<file path="config.mk">
export PLATFORM = sky130hd
export DESIGN_NAME = eprom_prog_ctrl
export DESIGN_NICKNAME = d
export VERILOG_FILES = /design/src/eprom_prog_pkg.sv /design/src/eprom_prog_ctrl.sv /design/src/wait_timer.sv
export VERILOG_INCLUDE_DIRS = /design/src
export SDC_FILE = /design/constraint.sdc
export NUM_CORES = 1
export LEC_CHECK = 0
export BUFFER_PORTS_ARGS = -buffer_cell sky130_fd_sc_hd__buf_4
export CORE_UTILIZATION = 45
export DETAILED_ROUTE_END_ITERATION = 8
export GPL_TIMING_DRIVEN = 0
export PLACE_DENSITY_LB_ADDON = 0.2
export SLEW_MARGIN = 20
export SYNTH_ARGS = -nofsm -noshare
export SYNTH_HDL_FRONTEND = slang
export SYNTH_SLANG_ARGS = --single-unit
</file>
<file path="constraint.sdc">
create_clock -name i_clk_sys -period 11.1 [get_ports i_clk_sys]
set_input_delay 0.555 -clock i_clk_sys [delete_from_list [all_inputs] [get_ports i_clk_sys]]
set_output_delay 0.555 -clock i_clk_sys [all_outputs]
set_load 0.02 [all_outputs]
</file>
<file path="src/eprom_prog_cfg.svh">
// eprom_prog_cfg.svh: timing counts, pin field positions and limits for the EPROM programmer
// assumes a 200 MHz system clock; times are in ns
`ifndef EPROM_PROG_CFG_SVH
`define EPROM_PROG_CFG_SVH

`define CLK_PERIOD_NS 5
// program pulse width, nominal
`define T_PROG_PULSE_NS 100000
// address, data and program supply setup before the pulse (least)
`define T_PROG_SETUP_NS 1000
// data hold after the pulse (least)
`define T_PROG_HOLD_NS 1000
// address_access_delay, slowest grade (least wait for the host)
`define T_ADDR_ACCESS_NS 200
// least cycles, rounded up
`define CYC_UP(t) (((t) + `CLK_PERIOD_NS - 1) / `CLK_PERIOD_NS)
`define PROG_PULSE_CYC (`T_PROG_PULSE_NS / `CLK_PERIOD_NS)
`define PROG_SETUP_CYC `CYC_UP(`T_PROG_SETUP_NS)
`define PROG_HOLD_CYC `CYC_UP(`T_PROG_HOLD_NS)
// access wait, three synchroniser stages, the agree stage and one edge so the first stage never races the pins
`define SYNC_STAGES 3
`define READ_WAIT_CYC (`CYC_UP(`T_ADDR_ACCESS_NS) + `SYNC_STAGES + 2)
// fast algorithm pulse limit
`define MAX_PULSES 25
// address pin positions
`define ID_ENTRY_BIT 9
`define ID_SELECT_BIT 0
// erased byte value
`define ERASED_BYTE 8'hFF

`endif

</file>
<file path="src/eprom_prog_pkg.sv">
// eprom_prog_pkg.sv: types shared by the EPROM programmer
// no assumptions beyond the cfg header
package eprom_prog_pkg;

    typedef enum logic [1:0]
    {
        CMD_READ = 2'h0,
        CMD_PROG = 2'h1,
        CMD_IDENT = 2'h2
    } cmd_t;

    typedef enum logic [7:0]
    {
        S_IDLE = 8'h01,
        S_RD_SKEW = 8'h02,
        S_RD_WAIT = 8'h04,
        S_ID_WAIT = 8'h08,
        S_PG_SETUP = 8'h10,
        S_PG_PULSE = 8'h20,
        S_PG_HOLD = 8'h40,
        S_PG_VERIFY = 8'h80
    } state_t;

endpackage

</file>
<file path="src/eprom_prog_ctrl.sv">
// eprom_prog_ctrl.sv: host-side controller driving an array of 32k x 8 EPROMs by their pins
// assumes shared address, oe, supply and data pins, one ce per device; one command at a time
`timescale 1ns/1ps
`include "eprom_prog_cfg.svh"

module eprom_prog_ctrl
    import eprom_prog_pkg::*;
#(
    parameter int NDEV = 4,
    parameter int AW = 15,
    parameter int PULSE_CYC = `PROG_PULSE_CYC,
    parameter logic [7:0] MAKER_CODE = 8'h5A,  // arbitrary value
    parameter logic [7:0] DEVICE_CODE = 8'hA5  // arbitrary value
) (
    input wire logic i_clk_sys,
    input wire logic i_reset,
    input wire logic i_cmd_valid,
    input wire cmd_t i_cmd,
    input wire logic i_use_ptr,
    input wire logic [AW-1:0] i_addr,
    input wire logic [7:0] i_wdata,
    input wire logic [NDEV-1:0] i_dev_sel,
    input wire logic i_supply_dip,
    output logic o_cmd_ready,
    output logic o_done,
    output logic [7:0] o_rdata,
    output logic o_fail,
    output logic [4:0] o_pulses,
    output logic [AW-1:0] o_ptr,
    output logic o_id_match,
    output logic [AW-1:0] o_addr,
    output logic [NDEV-1:0] o_ce_n,
    output logic o_oe_n,
    output logic o_vpp_high,
    output logic o_id_high_volt,
    input wire logic [7:0] i_dq,
    output logic [7:0] o_dq,
    output logic o_dq_oe
);
    localparam int TW = 17;
    localparam logic [TW-1:0] LD_PULSE = TW'(PULSE_CYC - 1);
    localparam logic [TW-1:0] LD_SETUP = TW'(`PROG_SETUP_CYC - 1);
    localparam logic [TW-1:0] LD_HOLD = TW'(`PROG_HOLD_CYC - 1);
    localparam logic [TW-1:0] LD_READ = TW'(`READ_WAIT_CYC - 1);
    localparam logic [4:0] PULSE_LIMIT = 5'(`MAX_PULSES);

    state_t state_ff, nxt_state;
    logic [AW-1:0] addr_ff, nxt_addr, tgt_ff, nxt_tgt, ptr_ff, nxt_ptr;
    logic [NDEV-1:0] ce_n_ff, nxt_ce_n, sel_ff, nxt_sel;
    logic oe_n_ff, nxt_oe_n, vpp_ff, nxt_vpp, idhv_ff, nxt_idhv;
    logic [7:0] dq_ff, nxt_dq, rdata_ff, nxt_rdata, maker_ff, nxt_maker;
    logic dq_oe_ff, nxt_dq_oe, done_ff, nxt_done, fail_ff, nxt_fail;
    logic idx_ff, nxt_idx, dip_seen_ff, nxt_dip_seen, idm_ff, nxt_idm;
    logic [4:0] pulses_ff, nxt_pulses;
    logic tmr_load;
    logic [TW-1:0] tmr_count;
    logic tmr_exp;
    // three-stage synchronisers; stage 1 feeds stage 2 only
    logic [8:0] sy1_ff, sy2_ff, sy3_ff, stab_ff, nxt_stab;

    wait_timer #(.W(TW)) u_timer (
        .i_clk_sys(i_clk_sys),
        .i_reset(i_reset),
        .i_load(tmr_load),
        .i_count(tmr_count),
        .o_expired(tmr_exp)
    );

    // a pin change is accepted once stages two and three agree
    always_comb
    begin
        for (int i = 0; i < 9; i++)
            nxt_stab[i] = (sy2_ff[i] == sy3_ff[i]) ? sy3_ff[i] : stab_ff[i];
    end

    always_ff @(posedge i_clk_sys or posedge i_reset)
    begin
        if (i_reset)
        begin
            sy1_ff <= 9'h000;
            sy2_ff <= 9'h000;
            sy3_ff <= 9'h000;
            stab_ff <= 9'h000;
        end
        else
        begin
            sy1_ff <= {i_supply_dip, i_dq};
            sy2_ff <= sy1_ff;
            sy3_ff <= sy2_ff;
            stab_ff <= nxt_stab;
        end
    end

    // sequencer: one command runs to completion before the next is taken
    always_comb
    begin
        nxt_state = state_ff;
        nxt_addr = addr_ff;
        nxt_tgt = tgt_ff;
        nxt_ptr = ptr_ff;
        nxt_ce_n = ce_n_ff;
        nxt_sel = sel_ff;
        nxt_oe_n = oe_n_ff;
        nxt_vpp = vpp_ff;
        nxt_idhv = idhv_ff;
        nxt_dq = dq_ff;
        nxt_dq_oe = dq_oe_ff;
        nxt_rdata = rdata_ff;
        nxt_maker = maker_ff;
        nxt_done = 1'b0;
        nxt_fail = fail_ff;
        nxt_idx = idx_ff;
        nxt_idm = idm_ff;
        nxt_pulses = pulses_ff;
        nxt_dip_seen = dip_seen_ff | stab_ff[8];  // set wins over the clear below
        tmr_load = 1'b0;
        tmr_count = LD_READ;
        case (state_ff)
            S_IDLE:
            begin
                nxt_ce_n = '1;
                nxt_oe_n = 1'b1;
                nxt_dq_oe = 1'b0;
                nxt_vpp = 1'b0;
                nxt_idhv = 1'b0;
                if (i_cmd_valid)
                begin
                    nxt_tgt = i_use_ptr ? ptr_ff : i_addr;
                    nxt_sel = i_dev_sel;
                    tmr_load = 1'b1;
                    if (i_cmd == CMD_READ)
                    begin
                        nxt_ce_n = ~i_dev_sel;
                        nxt_oe_n = 1'b0;
                        if (dip_seen_ff)
                        begin
                            // park on a different address first
                            nxt_addr = nxt_tgt ^ AW'(1);
                            nxt_dip_seen = stab_ff[8];
                            nxt_state = S_RD_SKEW;
                        end
                        else
                        begin
                            nxt_addr = nxt_tgt;
                            nxt_state = S_RD_WAIT;
                        end
                    end
                    else if (i_cmd == CMD_PROG)
                    begin
                        nxt_addr = nxt_tgt;
                        nxt_dq = i_wdata;
                        nxt_dq_oe = 1'b1;
                        nxt_vpp = 1'b1;
                        nxt_pulses = 5'h00;
                        nxt_fail = 1'b0;
                        tmr_count = LD_SETUP;
                        nxt_state = S_PG_SETUP;
                    end
                    else
                    begin
                        nxt_addr = '0;
                        nxt_idhv = 1'b1;
                        nxt_ce_n = '0;
                        nxt_oe_n = 1'b0;
                        nxt_idx = 1'b0;
                        nxt_state = S_ID_WAIT;
                    end
                end
            end
            S_RD_SKEW:
                if (tmr_exp)
                begin
                    nxt_addr = tgt_ff;
                    tmr_load = 1'b1;
                    nxt_state = S_RD_WAIT;
                end
            S_RD_WAIT:
                if (tmr_exp)
                begin
                    nxt_rdata = stab_ff[7:0];
                    nxt_done = 1'b1;
                    nxt_state = S_IDLE;
                end
            S_ID_WAIT:
                if (tmr_exp)
                begin
                    if (!idx_ff)
                    begin
                        nxt_maker = stab_ff[7:0];
                        nxt_idx = 1'b1;
                        nxt_addr = AW'(1) << `ID_SELECT_BIT;
                        tmr_load = 1'b1;
                    end
                    else
                    begin
                        nxt_rdata = stab_ff[7:0];
                        nxt_idm = (maker_ff == MAKER_CODE) && (stab_ff[7:0] == DEVICE_CODE);
                        nxt_done = 1'b1;
                        nxt_state = S_IDLE;
                    end
                end
            S_PG_SETUP:
                if (tmr_exp)
                begin
                    nxt_ce_n = ~sel_ff;
                    nxt_pulses = pulses_ff + 5'h01;
                    tmr_load = 1'b1;
                    tmr_count = LD_PULSE;
                    nxt_state = S_PG_PULSE;
                end
            S_PG_PULSE:
                if (tmr_exp)
                begin
                    nxt_ce_n = '1;
                    tmr_load = 1'b1;
                    tmr_count = LD_HOLD;
                    nxt_state = S_PG_HOLD;
                end
            S_PG_HOLD:
                if (tmr_exp)
                begin
                    nxt_dq_oe = 1'b0;
                    nxt_oe_n = 1'b0;
                    tmr_load = 1'b1;
                    nxt_state = S_PG_VERIFY;
                end
            S_PG_VERIFY:
                if (tmr_exp)
                begin
                    nxt_rdata = stab_ff[7:0];
                    nxt_oe_n = 1'b1;
                    if (stab_ff[7:0] == dq_ff)
                    begin
                        nxt_ptr = tgt_ff + AW'(1);
                        nxt_done = 1'b1;
                        nxt_state = S_IDLE;
                    end
                    else if (pulses_ff >= PULSE_LIMIT)
                    begin
                        nxt_fail = 1'b1;
                        nxt_done = 1'b1;
                        nxt_state = S_IDLE;
                    end
                    else
                    begin
                        nxt_dq_oe = 1'b1;
                        tmr_load = 1'b1;
                        tmr_count = LD_SETUP;
                        nxt_state = S_PG_SETUP;
                    end
                end
            default:
                nxt_state = S_IDLE;
        endcase
    end

    always_ff @(posedge i_clk_sys or posedge i_reset)
    begin
        if (i_reset)
        begin
            state_ff <= S_IDLE;
            addr_ff <= '0;
            tgt_ff <= '0;
            ptr_ff <= '0;
            ce_n_ff <= '1;
            sel_ff <= '0;
            oe_n_ff <= 1'b1;
            vpp_ff <= 1'b0;
            idhv_ff <= 1'b0;
            dq_ff <= `ERASED_BYTE;
            dq_oe_ff <= 1'b0;
            rdata_ff <= 8'h00;
            maker_ff <= 8'h00;
            done_ff <= 1'b0;
            fail_ff <= 1'b0;
            idx_ff <= 1'b0;
            idm_ff <= 1'b0;
            pulses_ff <= 5'h00;
            dip_seen_ff <= 1'b0;
        end
        else
        begin
            state_ff <= nxt_state;
            addr_ff <= nxt_addr;
            tgt_ff <= nxt_tgt;
            ptr_ff <= nxt_ptr;
            ce_n_ff <= nxt_ce_n;
            sel_ff <= nxt_sel;
            oe_n_ff <= nxt_oe_n;
            vpp_ff <= nxt_vpp;
            idhv_ff <= nxt_idhv;
            dq_ff <= nxt_dq;
            dq_oe_ff <= nxt_dq_oe;
            rdata_ff <= nxt_rdata;
            maker_ff <= nxt_maker;
            done_ff <= nxt_done;
            fail_ff <= nxt_fail;
            idx_ff <= nxt_idx;
            idm_ff <= nxt_idm;
            pulses_ff <= nxt_pulses;
            dip_seen_ff <= nxt_dip_seen;
        end
    end

    // pins and status straight from flops, except ready, which decodes state_ff
    assign o_cmd_ready = (state_ff == S_IDLE);
    assign o_done = done_ff;
    assign o_rdata = rdata_ff;
    assign o_fail = fail_ff;
    assign o_pulses = pulses_ff;
    assign o_ptr = ptr_ff;
    assign o_id_match = idm_ff;
    assign o_addr = addr_ff;
    assign o_ce_n = ce_n_ff;
    assign o_oe_n = oe_n_ff;
    assign o_vpp_high = vpp_ff;
    assign o_id_high_volt = idhv_ff;
    assign o_dq = dq_ff;
    assign o_dq_oe = dq_oe_ff;

    // helper: length of the current ce low stretch while the program supply is high
    logic [TW-1:0] ce_low_cnt_ff;
    always_ff @(posedge i_clk_sys or posedge i_reset)
    begin
        if (i_reset)
            ce_low_cnt_ff <= '0;
        else
            ce_low_cnt_ff <= (vpp_ff && ~&ce_n_ff) ? ce_low_cnt_ff + 1'b1 : '0;
    end
endmodule // eprom_prog_ctrl

</file>
<file path="src/wait_timer.sv">
// wait_timer.sv: down counter for the programmer's timed phases
// assumes i_count is only sampled on i_load
`timescale 1ns/1ps
module wait_timer #(
    parameter int W = 16
) (
    input wire logic i_clk_sys,
    input wire logic i_reset,
    input wire logic i_load,
    input wire logic [W-1:0] i_count,
    output logic o_expired
);
    logic [W-1:0] cnt_ff;
    logic [W-1:0] nxt_cnt;

    // load wins; otherwise count down and stop at zero
    always_comb
    begin
        nxt_cnt = cnt_ff;
        if (i_load)
            nxt_cnt = i_count;
        else if (cnt_ff != '0)
            nxt_cnt = cnt_ff - 1'b1;
    end

    always_ff @(posedge i_clk_sys or posedge i_reset)
    begin
        if (i_reset)
            cnt_ff <= '0;
        else
            cnt_ff <= nxt_cnt;
    end

    // decode of the count flop only; callers reload on expiry, so reading i_load here would close a loop
    assign o_expired = (cnt_ff == '0);
endmodule // wait_timer

</file>
==> flow_metrics.env, run 1 <==
export IMPL_fin_crit_sh=0.300
export IMPL_die_x_um=126
export IMPL_place_port_buffers=102
export IMPL_rsz0062_at_grt="false"
export IMPL_switching_share=0.367
export IMPL_antenna_found_initial=0
export IMPL_hold_viol=0
export IMPL_diodes=0
export IMPL_powerDensity_mw_per_mm2=248
export IMPL_synth_seq_cells=152
export IMPL_grt_pass1_wl_um=27600
export IMPL_fin_nets=800
export IMPL_fillCellCount=1298
export IMPL_syn2layout_area_growth_pct=23.0
export IMPL_antenna_left=0
export IMPL_crit_fanout=9
export IMPL_setup_tns_ns=0
export IMPL_routabilityCongestion=0.858
export IMPL_die_y_um=126
export IMPL_cts_buffers=17
export IMPL_max_cap_violations=0
export IMPL_post_dp_hpwl_um=11800
export IMPL_syn_area_per_cell_sq_um=11.0
export IMPL_synthTopCellsByCount="dfrtp_1 (138), nand2_1 (85), nor2_1 (41), o21ai_0 (40), mux2_2 (39)"
export IMPL_overflow=0
export IMPL_yosysTopAreaCell="dfrtp_1"
export IMPL_vias=5264
export IMPL_viasPerCell=5.51
export IMPL_hold_class="primary input to asynchronous set/reset pin"
export IMPL_cts_buffer_depth=2
export IMPL_placementRows=45
export IMPL_fmax_ghz=0.301
export IMPL_start_kind="flip-flop"
export IMPL_cts_tree="built"
export IMPL_slew_violations=0
export IMPL_critical_path_arrival_ns=3.64
export IMPL_layout_drive_gt1_share=0.283
export IMPL_power_frac_seq=0.378
export IMPL_status="complete, no violations"
export IMPL_wirelength_um=16800
export IMPL_die_area_sq_mm=0.0160
export IMPL_cts_setup_buffers=0
export IMPL_initial_core_util=0.460
export IMPL_synth_area_sq_mm=0.00697
export IMPL_power_internal_mw=1.34
export IMPL_cts_resized=0
export IMPL_ios=105
export IMPL_cts_sinks=152
export IMPL_root_buffer="clkbuf_16"
export IMPL_synth_area_top_cells="dfrtp_1 (50%), mux2_2 (6.3%), dfstp_2 (5.3%)"
export IMPL_grt_pass1_vias=5345
export IMPL_drt_iter0_drc=310
export IMPL_drc=0
export IMPL_pwr_share_clk=0.262
export IMPL_finClkSkew_ns=0.0131
export IMPL_path_class="flip-flop to flip-flop"
export IMPL_async_flop_share=1.00
export IMPL_synth_warning_count=0
export IMPL_clock_latency_ns=0.43
export IMPL_netlist_instances=632
export IMPL_critPathRequiredTime_ns=11.41
export IMPL_synth_nets=678
export IMPL_clk_pin_slew_worst_paths_ns=0.07
export IMPL_yosysSeqAreaShare=0.548
export IMPL_finalSetupViolCount=0
export IMPL_synth_cell_type_count=55
export IMPL_ir_drop_uv=155
export IMPL_relSlewSlack=0.362
export IMPL_grt_max_degree=102
export IMPL_endpoint_kind="flip-flop"
export IMPL_htreeDepth=4
export IMPL_synth_edff_count=0
export IMPL_first_pass_iters=5
export IMPL_final_core_util=0.566
export IMPL_ys_flop_type="dfrtp_1"
export IMPL_grt_usage=0.224
export IMPL_core_area_sq_mm=0.0151
export IMPL_p_leak_nw=4.01
export IMPL_yosysTopAreaCellShare=0.496
export IMPL_yosysMostFrequentCell="dfrtp_1"
export IMPL_combPwrFrac=0.360
export IMPL_worst_slew_pin_slew_ns=0.954
export IMPL_period_needed_ns=3.33
export IMPL_wl_per_cell_um=17.6
export IMPL_ctsHoldBuffers=0
export IMPL_p_switching_mw=0.781
==> worst max-delay path: stages (launching register included) <==
cell and delay, ns:
dfrtp_1 0.37, clkbuf_1 0.23, or4_1 0.60, nor3_1 0.70, o32ai_1 0.41, o21ai_0 0.21, nand2b_1 0.13, buf_2 0.21
mux2_2 0.35
==> worst paths after layout <==
kind | end | startpoint | slack, ns | cells past startpoint
min | o_pulses[2] | i_reset | 0.11 | 2
min in group i_clk_sys | sy1_ff[4] | i_dq[4] | 0.23 | 1
max in group asynchronous | o_ce_n[2] | i_reset | 10.16 | 3
min reg2reg | sy2_ff[4] | sy1_ff[4] | 0.35 | 0
max reg2reg | state_ff[6] | state_ff[6] | 7.77 | 8
max | state_ff[6] | state_ff[6] | 7.77 | 8
==> power by group through the flow <==
stage	clock network (mW)	registers (mW)	logic, mW
final	0.556	0.803	0.766
after global routing	0.585	0.820	0.837
after global placement	0	0.805	0.745
after CTS	0.562	0.802	0.769
after detailed placement	0	0.811	0.764
after floorplan	0	0.844	0.471
==> flip-flops by register name, indices dropped and copies added (netlist names), 4 cells and up <==
signal,flops
stab_ff,9
sy1_ff,9
o_rdata,8
sel_ff,4
o_ptr,15
sy3_ff,9
o_addr,15
o_pulses,5
o_dq,8
tgt_ff,15
maker_ff,8
sy2_ff,9
u_timer.cnt_ff,17
o_ce_n,4
state_ff,8
==> area by class of cell <==
type                    count  area (sq um)  area share
plain buffers              30           138      0.0161
clock inverters             9          92.6      0.0108
repair buffers            103           793      0.0926
clock buffers              23           468      0.0546
inverters                  12          52.6     0.00613
multi-input cells         438          2970       0.347
well taps                 188           235      0.0274
flip-flops and latches    152          3820       0.446
==> placed cells by master (no fill, tap or decap), types with 18 or more instances in the layout <==
| cell | synthesis | routed |
|---|---|---|
| dfrtp_1 | 138 | 138 |
| buf_4 | 0 | 102 |
| nand2_1 | 85 | 85 |
| nor2_1 | 41 | 41 |
| o21ai_0 | 40 | 40 |
| mux2_2 | 39 | 39 |
| clkbuf_1 | 24 | 28 |
| nand3_1 | 24 | 24 |
| xnor2_1 | 24 | 24 |
| a21oi_1 | 20 | 20 |
| mux2_4 | 18 | 18 |
==> logic make-up after synthesis <==
group,Yosys count,share of synthesized area
compound gates,98,0.0891
flops,152,0.548
fa+ha+maj,13,0.0201
buf+inv,42,0.0262
simple gates,225,0.157
mux,62,0.109
xor+xnor,40,0.0503
==> metrics by stage <==
step / worst slack, ns / hold slack (ns) / instance area [sq um] / power (mW) / cells
finish: 7.77 / 0.113 / 8570 / 2.13 / 955
global route: 7.63 / 0.139 / 8570 / 2.24 / 955
CTS: 7.77 / 0.128 / 8560 / 2.13 / 955
detailed placement: 7.80 / 0.335 / 8000 / 1.58 / 923
global placement: 4.83 / 0.332 / 7970 / 1.55 / 922
floorplan: 6.48 / 0.331 / 6970 / 1.32 / 632
==> layer usage <==
layer  vias to the layer above  track usage  share of wire
met5                         -            0              0
li1                       2475            -              -
met3                        35       0.0565          0.045
met2                       149        0.357           0.48
met1                      2605        0.296           0.45
met4                         0       0.0836          0.022
Note: power is estimated with default switching activity, not from simulation.
==> run 2, diff against run 1 <==
--- a/config.mk
+++ b/config.mk
@@ -6,6 +6,7 @@
 export SDC_FILE = /design/constraint.sdc
 export NUM_CORES = 1
 export LEC_CHECK = 0
+export ABC_AREA = 1
 export BUFFER_PORTS_ARGS = -buffer_cell sky130_fd_sc_hd__buf_4
 export CORE_UTILIZATION = 45
 export DETAILED_ROUTE_END_ITERATION = 8
==> constraint.sdc (replaced) <==
create_clock -name i_clk_sys -period 3.5 [get_ports i_clk_sys]
set_input_delay 0.175 -clock i_clk_sys [delete_from_list [all_inputs] [get_ports i_clk_sys]]
set_output_delay 0.175 -clock i_clk_sys [all_outputs]
set_load 0.02 [all_outputs]
==> flow_metrics.env, run 2 <==
export IMPL_crit_buf_inv=2
export IMPL_fmax_ghz=0.442
export IMPL_async_flop_share=1.00
export IMPL_place_port_buffers=102
export IMPL_overflow=0
export IMPL_grt_pass1_wl_um=28500
export IMPL_setup_tns_ns=0
export IMPL_synth_compound_area_share=0.109
export IMPL_synthAdderAreaFrac=0.0194
export IMPL_finClkSkew_ns=0.0100
export IMPL_core_area_sq_mm=0.0154
export IMPL_worst_slew_pin_slew_ns=0.690
export IMPL_drc=0
export IMPL_grt_max_degree=35
export IMPL_max_cap_violations=0
export IMPL_cts_buffer_depth=2
export IMPL_power_internal_mw=4.10
export IMPL_cts_sinks=152
export IMPL_layout_drive_gt1_share=0.231
export IMPL_hold_viol=0
export IMPL_r2r_worst_path_cells=8
export IMPL_ir_drop_uv=495
export IMPL_fin_crit_sh=0.646
export IMPL_ios=105
export IMPL_cp_depth=8
export IMPL_synth_warning_count=0
export IMPL_grt_pass1_vias=5573
export IMPL_cp_common_cell="nor3_4"
export IMPL_final_cell_mix="nand2_1 (189), dfrtp_1 (138), buf_4 (103)"
export IMPL_yosysSeqAreaShare=0.528
export IMPL_critPathRequiredTime_ns=3.87
export IMPL_netlist_instances=790
export IMPL_synthTopCellsByCount="nand2_1 (189), dfrtp_1 (138), inv_1 (91), o21ai_0 (81), nor2_1 (47)"
export IMPL_regToRegEndpoint="o_ptr[8]"
export IMPL_crit_fanout=8
export IMPL_fillCellCount=1418
export IMPL_finalSetupViolCount=0
export IMPL_clk_pin_slew_worst_paths_ns=0.07
export IMPL_slowest_stage="nor3_4"
export IMPL_reg2reg_from="u_timer.cnt_ff[0]"
export IMPL_regMostFlops="u_timer.cnt_ff"
export IMPL_seqCellArea_sq_mm=0.00382
export IMPL_p_leak_nw=4.45
export IMPL_post_dp_hpwl_um=12600
export IMPL_max_stage_delay_ns=0.50
export IMPL_hold_class="primary input to flip-flop"
export IMPL_combPwrFrac=0.367
export IMPL_yosys_mux_area_fraction=0.0166
export IMPL_syn2layout_area_growth_pct=26.2
export IMPL_fin_nets=981
export IMPL_cts_setup_buffers=0
export IMPL_largest_register_ffs=17
export IMPL_synth_seq_cells=152
export IMPL_cpLargestDelayFamily="simple AND/OR/NAND/NOR gates"
export IMPL_pwr_share_clk=0.265
export IMPL_start_kind="flip-flop"
export IMPL_hold_ws_ns=0.0418
export IMPL_grt_usage=0.227
export IMPL_relSlewSlack=0.539
export IMPL_worstHoldStart="i_dev_sel[2]"
export IMPL_power_total_mw=6.86
export IMPL_cts_buffers=17
export IMPL_diodes=0
export IMPL_endpoint_kind="flip-flop"
export IMPL_clock_latency_ns=0.43
export IMPL_slew_violations=0
export IMPL_yosysTopAreaCell="dfrtp_1"
export IMPL_synth_simple_area_share=0.229
export IMPL_path_class="flip-flop to flip-flop"
export IMPL_r2r_slack_ns=1.24
export IMPL_power_frac_seq=0.368
export IMPL_ys_flop_type="dfrtp_1"
export IMPL_synth_edff_count=0
export IMPL_htreeDepth=4
export IMPL_fin_area_sq_mm=0.00913
export IMPL_min_to="sel_ff[2]"
export IMPL_die_y_um=129
export IMPL_viasPerCell=5.05
export IMPL_wirelength_um=17300
export IMPL_routabilityCongestion=0.873
export IMPL_antenna_left=0
export IMPL_critical_path_arrival_ns=2.63
export IMPL_layout_commonest_cell="nand2_1"
export IMPL_synth_top_family_by_area="simple AND/OR/NAND/NOR gates"
export IMPL_synth_xor_area_frac=0.0315
export IMPL_yosysTopAreaCellShare=0.478
export IMPL_period_needed_ns=2.26
export IMPL_vias=5849
export IMPL_syn_area_per_cell_sq_um=9.15
export IMPL_postPlaceCellArea_sq_mm=0.00835
export IMPL_die_area_sq_mm=0.0166
export IMPL_synth_area_top_cells="dfrtp_1 (48%), nand2_1 (9.8%), o21ai_0 (5.6%)"
export IMPL_antenna_found_initial=0
export IMPL_placementRows=45
export IMPL_synth_cell_type_count=46
export IMPL_rsz0062_at_grt="false"
export IMPL_synth_nets=836
export IMPL_die_x_um=129
export IMPL_worstPathCellList="inv_1, ha_1, nand4_2, nor3_4, inv_2, nor3_4, nand3_1, nand2_1"
export IMPL_wl_per_cell_um=15.0
export IMPL_status="complete, no violations"
export IMPL_multiInputGateArea_sq_mm=0.00293
export IMPL_min_path_cells=3
export IMPL_yosysMostFrequentCell="nand2_1"
export IMPL_drt_iter0_drc=453
export IMPL_synth_area_sq_mm=0.00723
export IMPL_root_buffer="clkbuf_16"
export IMPL_powerDensity_mw_per_mm2=752
export IMPL_switching_share=0.403
export IMPL_p_switching_mw=2.77
export IMPL_cts_tree="built"
export IMPL_first_pass_iters=5
export IMPL_initial_core_util=0.469
run 2: worst max path at each step:
| stage | to | startpoint |
|---|---|---|
| global placement | u_timer.cnt_ff[13] | i_reset |
| finish | o_ptr[8] | u_timer.cnt_ff[0] |
| floorplan | dip_seen_ff | i_reset |
| detailed placement | o_ptr[8] | u_timer.cnt_ff[0] |
| CTS | o_ptr[8] | u_timer.cnt_ff[0] |
| global route | o_ptr[9] | u_timer.cnt_ff[0] |
run 2: cell type report:
type                    count  share of cell area
clock buffers              17              0.0466
inverters                 102              0.0432
multi-input cells         518               0.321
clock inverters            15              0.0174
plain buffers              18             0.00987
flip-flops and latches    152               0.419
well taps                 211              0.0289
repair buffers            126               0.115
run 2: repair_timing:
item                                   in CTS  in global routing
endpoints found under the hold margin      43                  0
resized for setup                           0                  0
hold buffers                               20                  0
run 2: kinds of logic (layout without fill, tap and decap cells):
kind of cell,Yosys count,after routing
and+or+nand+nor,326,326
muxes,12,12
AOI/OAI and AO/OA,141,141
DFF,152,152
buffers and inverters,120,278
adders and majority gates,13,13
xor gates and xnor gates,26,26
run 2: stage by stage:
stage	setup slack, ns	cells	utilization
final	1.24	1159	0.592
after global routing	1.05	1159	0.592
after CTS	1.23	1159	0.592
after detailed placement	1.25	1107	0.541
after global placement	0.433	1103	0.536
after floorplan	1.42	790	-
run 2: power groups by stage:
stage               clock, mW  sequential, mW  combinational [mW]
global placement            0            2.54                2.45
CTS                      1.84            2.52                2.53
detailed placement          0            2.54                2.51
floorplan                   0            2.67                1.60
finish                   1.82            2.53                2.52
global route             1.93            2.58                2.82
run 2: per-layer routing:
metal | up-vias | track usage | part of all wire
li1 | 2882 | - | -
met1 | 2782 | 0.324 | 0.47
met2 | 157 | 0.345 | 0.46
met3 | 28 | 0.0428 | 0.049
met4 | 0 | 0.0824 | 0.019
met5 | - | 0 | 0
run 2: worst register-to-register path, stage by stage, from the launching register on:
cell,delay (ns)
dfrtp_1,0.38
inv_1,0.10
ha_1,0.26
nand4_2,0.19
nor3_4,0.50
inv_2,0.15
nor3_4,0.37
nand3_1,0.16
nand2_1,0.09
==> run 3, diff against run 2 <==
==> constraint.sdc (replaced) <==
create_clock -name i_clk_sys -period 1.8 [get_ports i_clk_sys]
set_input_delay 0.09 -clock i_clk_sys [delete_from_list [all_inputs] [get_ports i_clk_sys]]
set_output_delay 0.09 -clock i_clk_sys [all_outputs]
set_load 0.02 [all_outputs]
==> flow_metrics.env, run 3 (same netlist as run 2, synthesis figures left out) <==
export IMPL_hold_class="primary input to flip-flop"
export IMPL_antenna_found_initial=0
export IMPL_grt_pass1_vias=6216
export IMPL_start_kind="flip-flop"
export IMPL_slowest_stage="dfrtp_2"
export IMPL_power_frac_seq=0.317
export IMPL_violations="setup timing"
export IMPL_grt_pass1_wl_um=31900
export IMPL_period_needed_ns=1.95
export IMPL_r2r_worst_path_cells=11
export IMPL_route_met3_wl_um=1160
export IMPL_place_port_buffers=102
export IMPL_antenna_left=0
export IMPL_initial_core_util=0.469
export IMPL_htreeDepth=4
export IMPL_max_stage_delay_ns=0.45
export IMPL_pwr_share_clk=0.225
export IMPL_grt_usage=0.254
export IMPL_m1WireLength_um=8860
export IMPL_die_y_um=129
export IMPL_wl_per_cell_um=16.3
export IMPL_fillCellCount=1186
export IMPL_first_pass_iters=6
export IMPL_reg2reg_from="u_timer.cnt_ff[5]"
export IMPL_ir_drop_uv=1280
export IMPL_clock_latency_ns=0.42
export IMPL_cts_buffer_depth=2
export IMPL_p_leak_nw=5.06
export IMPL_worst_slew_pin_slew_ns=0.576
export IMPL_worstHoldStart="i_addr[10]"
export IMPL_rsz0062_at_grt="true"
export IMPL_viasPerCell=5.26
export IMPL_layout_drive_gt1_share=0.387
export IMPL_slew_violations=0
export IMPL_regToRegEndpoint="o_addr[6]"
export IMPL_min_to="tgt_ff[10]"
export IMPL_layout_commonest_cell="buf_4"
export IMPL_largest_register_ffs=17
export IMPL_finClkSkew_ns=0.00794
export IMPL_wirelength_um=20300
export IMPL_ios=105
export IMPL_relSlewSlack=0.616
export IMPL_dpl_worst_slack_ns=-0.415
export IMPL_p_switching_mw=6.43
export IMPL_root_buffer="clkbuf_16"
export IMPL_core_area_sq_mm=0.0154
export IMPL_die_x_um=129
export IMPL_post_dp_hpwl_um=12900
export IMPL_clk_pin_slew_worst_paths_ns=0.07
export IMPL_powerDensity_mw_per_mm2=1500
export IMPL_endpoint_kind="flip-flop"
export IMPL_drc=0
export IMPL_hold_viol=0
export IMPL_top_layer_used="met4"
export IMPL_path_class="flip-flop to flip-flop"
export IMPL_crit_fanout=6
export IMPL_fin_crit_sh=1.08
export IMPL_switching_share=0.409
export IMPL_grt_max_degree=36
export IMPL_placementRows=45
export IMPL_diodes=0
export IMPL_regMostFlops="u_timer.cnt_ff"
export IMPL_critPathRequiredTime_ns=2.16
export IMPL_worstPathCellList="nor2_4, nand2_2, nor2_4, nand2_4, nor2_4, nand4_4, o21ai_1, nand4_1, buf_6, clkbuf_8, o21ai_2"
export IMPL_status="finished with violations"
export IMPL_min_path_cells=3
export IMPL_final_cell_mix="buf_4 (167), nand2_1 (158), dfrtp_1 (130)"
export IMPL_power_internal_mw=9.29
export IMPL_critical_path_arrival_ns=2.31
export IMPL_syn2layout_area_growth_pct=44.8
export IMPL_routabilityCongestion=0.890
export IMPL_max_cap_violations=0
export IMPL_drt_iter0_drc=487
export IMPL_cp_common_cell="nor2_4"
export IMPL_vias=6569
export IMPL_die_area_sq_mm=0.0166
export IMPL_fmax_ghz=0.512
export IMPL_setup_tns_ns=-6.25
export IMPL_fin_nets=1071
export IMPL_wl_met2_um=9780
export IMPL_finalSetupViolCount=75
export IMPL_cts_buffers=17
export IMPL_cts_sinks=152
export IMPL_r2r_slack_ns=-0.15
export IMPL_cts_tree="built"
export IMPL_fin_ws_ns=-0.152
export IMPL_combPwrFrac=0.457
export IMPL_overflow=0
[run 3: repair_timing]
| item | in CTS | in global routing |
|---|---|---|
| gates resized for setup | 103 | 105 |
| pin swaps | 59 | 32 |
| hold buffers | 24 | 0 |
| cloned | 6 | 1 |
| endpoints found under the setup margin | 112 | 112 |
| setup buffers | 56 | 24 |
| hold endpoints to repair | 85 | 0 |
[run 3: power groups by stage]
stage | clock network [mW] | registers [mW] | logic [mW]
finish | 3.54 | 4.99 | 7.18
global route | 3.75 | 5.07 | 7.77
CTS | 3.59 | 4.90 | 6.38
detailed placement | 0 | 4.95 | 4.89
global placement | 0 | 4.94 | 4.79
floorplan | 0 | 5.18 | 3.12
[run 3: metrics by stage]
stage               instance area (sq um)  std cells  utilization  hold slack (ns)  power [mW]
floorplan                            7240        790            -            0.121        8.30
finish                              10500       1249        0.679           0.0117        15.7
global placement                     8270       1103        0.536            0.200        9.73
detailed placement                   8370       1108        0.543           0.0292        9.83
CTS                                 10000       1225        0.648          0.00376        14.9
global route                        10500       1249        0.679           0.0297        16.6
[run 3: critical path, delay by kind of cell, from the launching register on]
family | cells | cell delay, ns
AO/OA/AOI/OAI | 2 | 0.25
AND/OR/NAND/NOR | 7 | 0.84
buffers and inverters | 2 | 0.34
flip-flops | 1 | 0.45
[run 3: how the worst max path moves through the flow]
stage,from,end,cells after the start
after floorplan,i_reset,dip_seen_ff,1
after global placement,i_reset,u_timer.cnt_ff[15],2
after detailed placement,u_timer.cnt_ff[0],o_ptr[0],12
after CTS,u_timer.cnt_ff[2],o_addr[10],12
after global routing,state_ff[0],o_dq_oe,12
final,u_timer.cnt_ff[5],o_addr[6],11
[run 3: cell type report]
| cell class | instances | area (sq um) | share of cell area |
|---|---|---|---|
| flip-flops and latches | 152 | 3830 | 0.366 |
| multi-input cells | 520 | 3370 | 0.322 |
| repair buffers | 214 | 1840 | 0.176 |
| inverters | 102 | 429 | 0.0410 |
| clock buffers | 17 | 425 | 0.0406 |
| well taps | 211 | 264 | 0.0252 |
| clock inverters | 15 | 160 | 0.0153 |
| plain buffers | 18 | 148 | 0.0141 |
[run 3: layer usage]
| metal | up-vias | GRT usage |
|---|---|---|
| li1 | 3074 | - |
| met4 | 0 | 0.0997 |
| met1 | 3202 | 0.345 |
| met5 | - | 0 |
| met3 | 40 | 0.0486 |
| met2 | 253 | 0.404 |
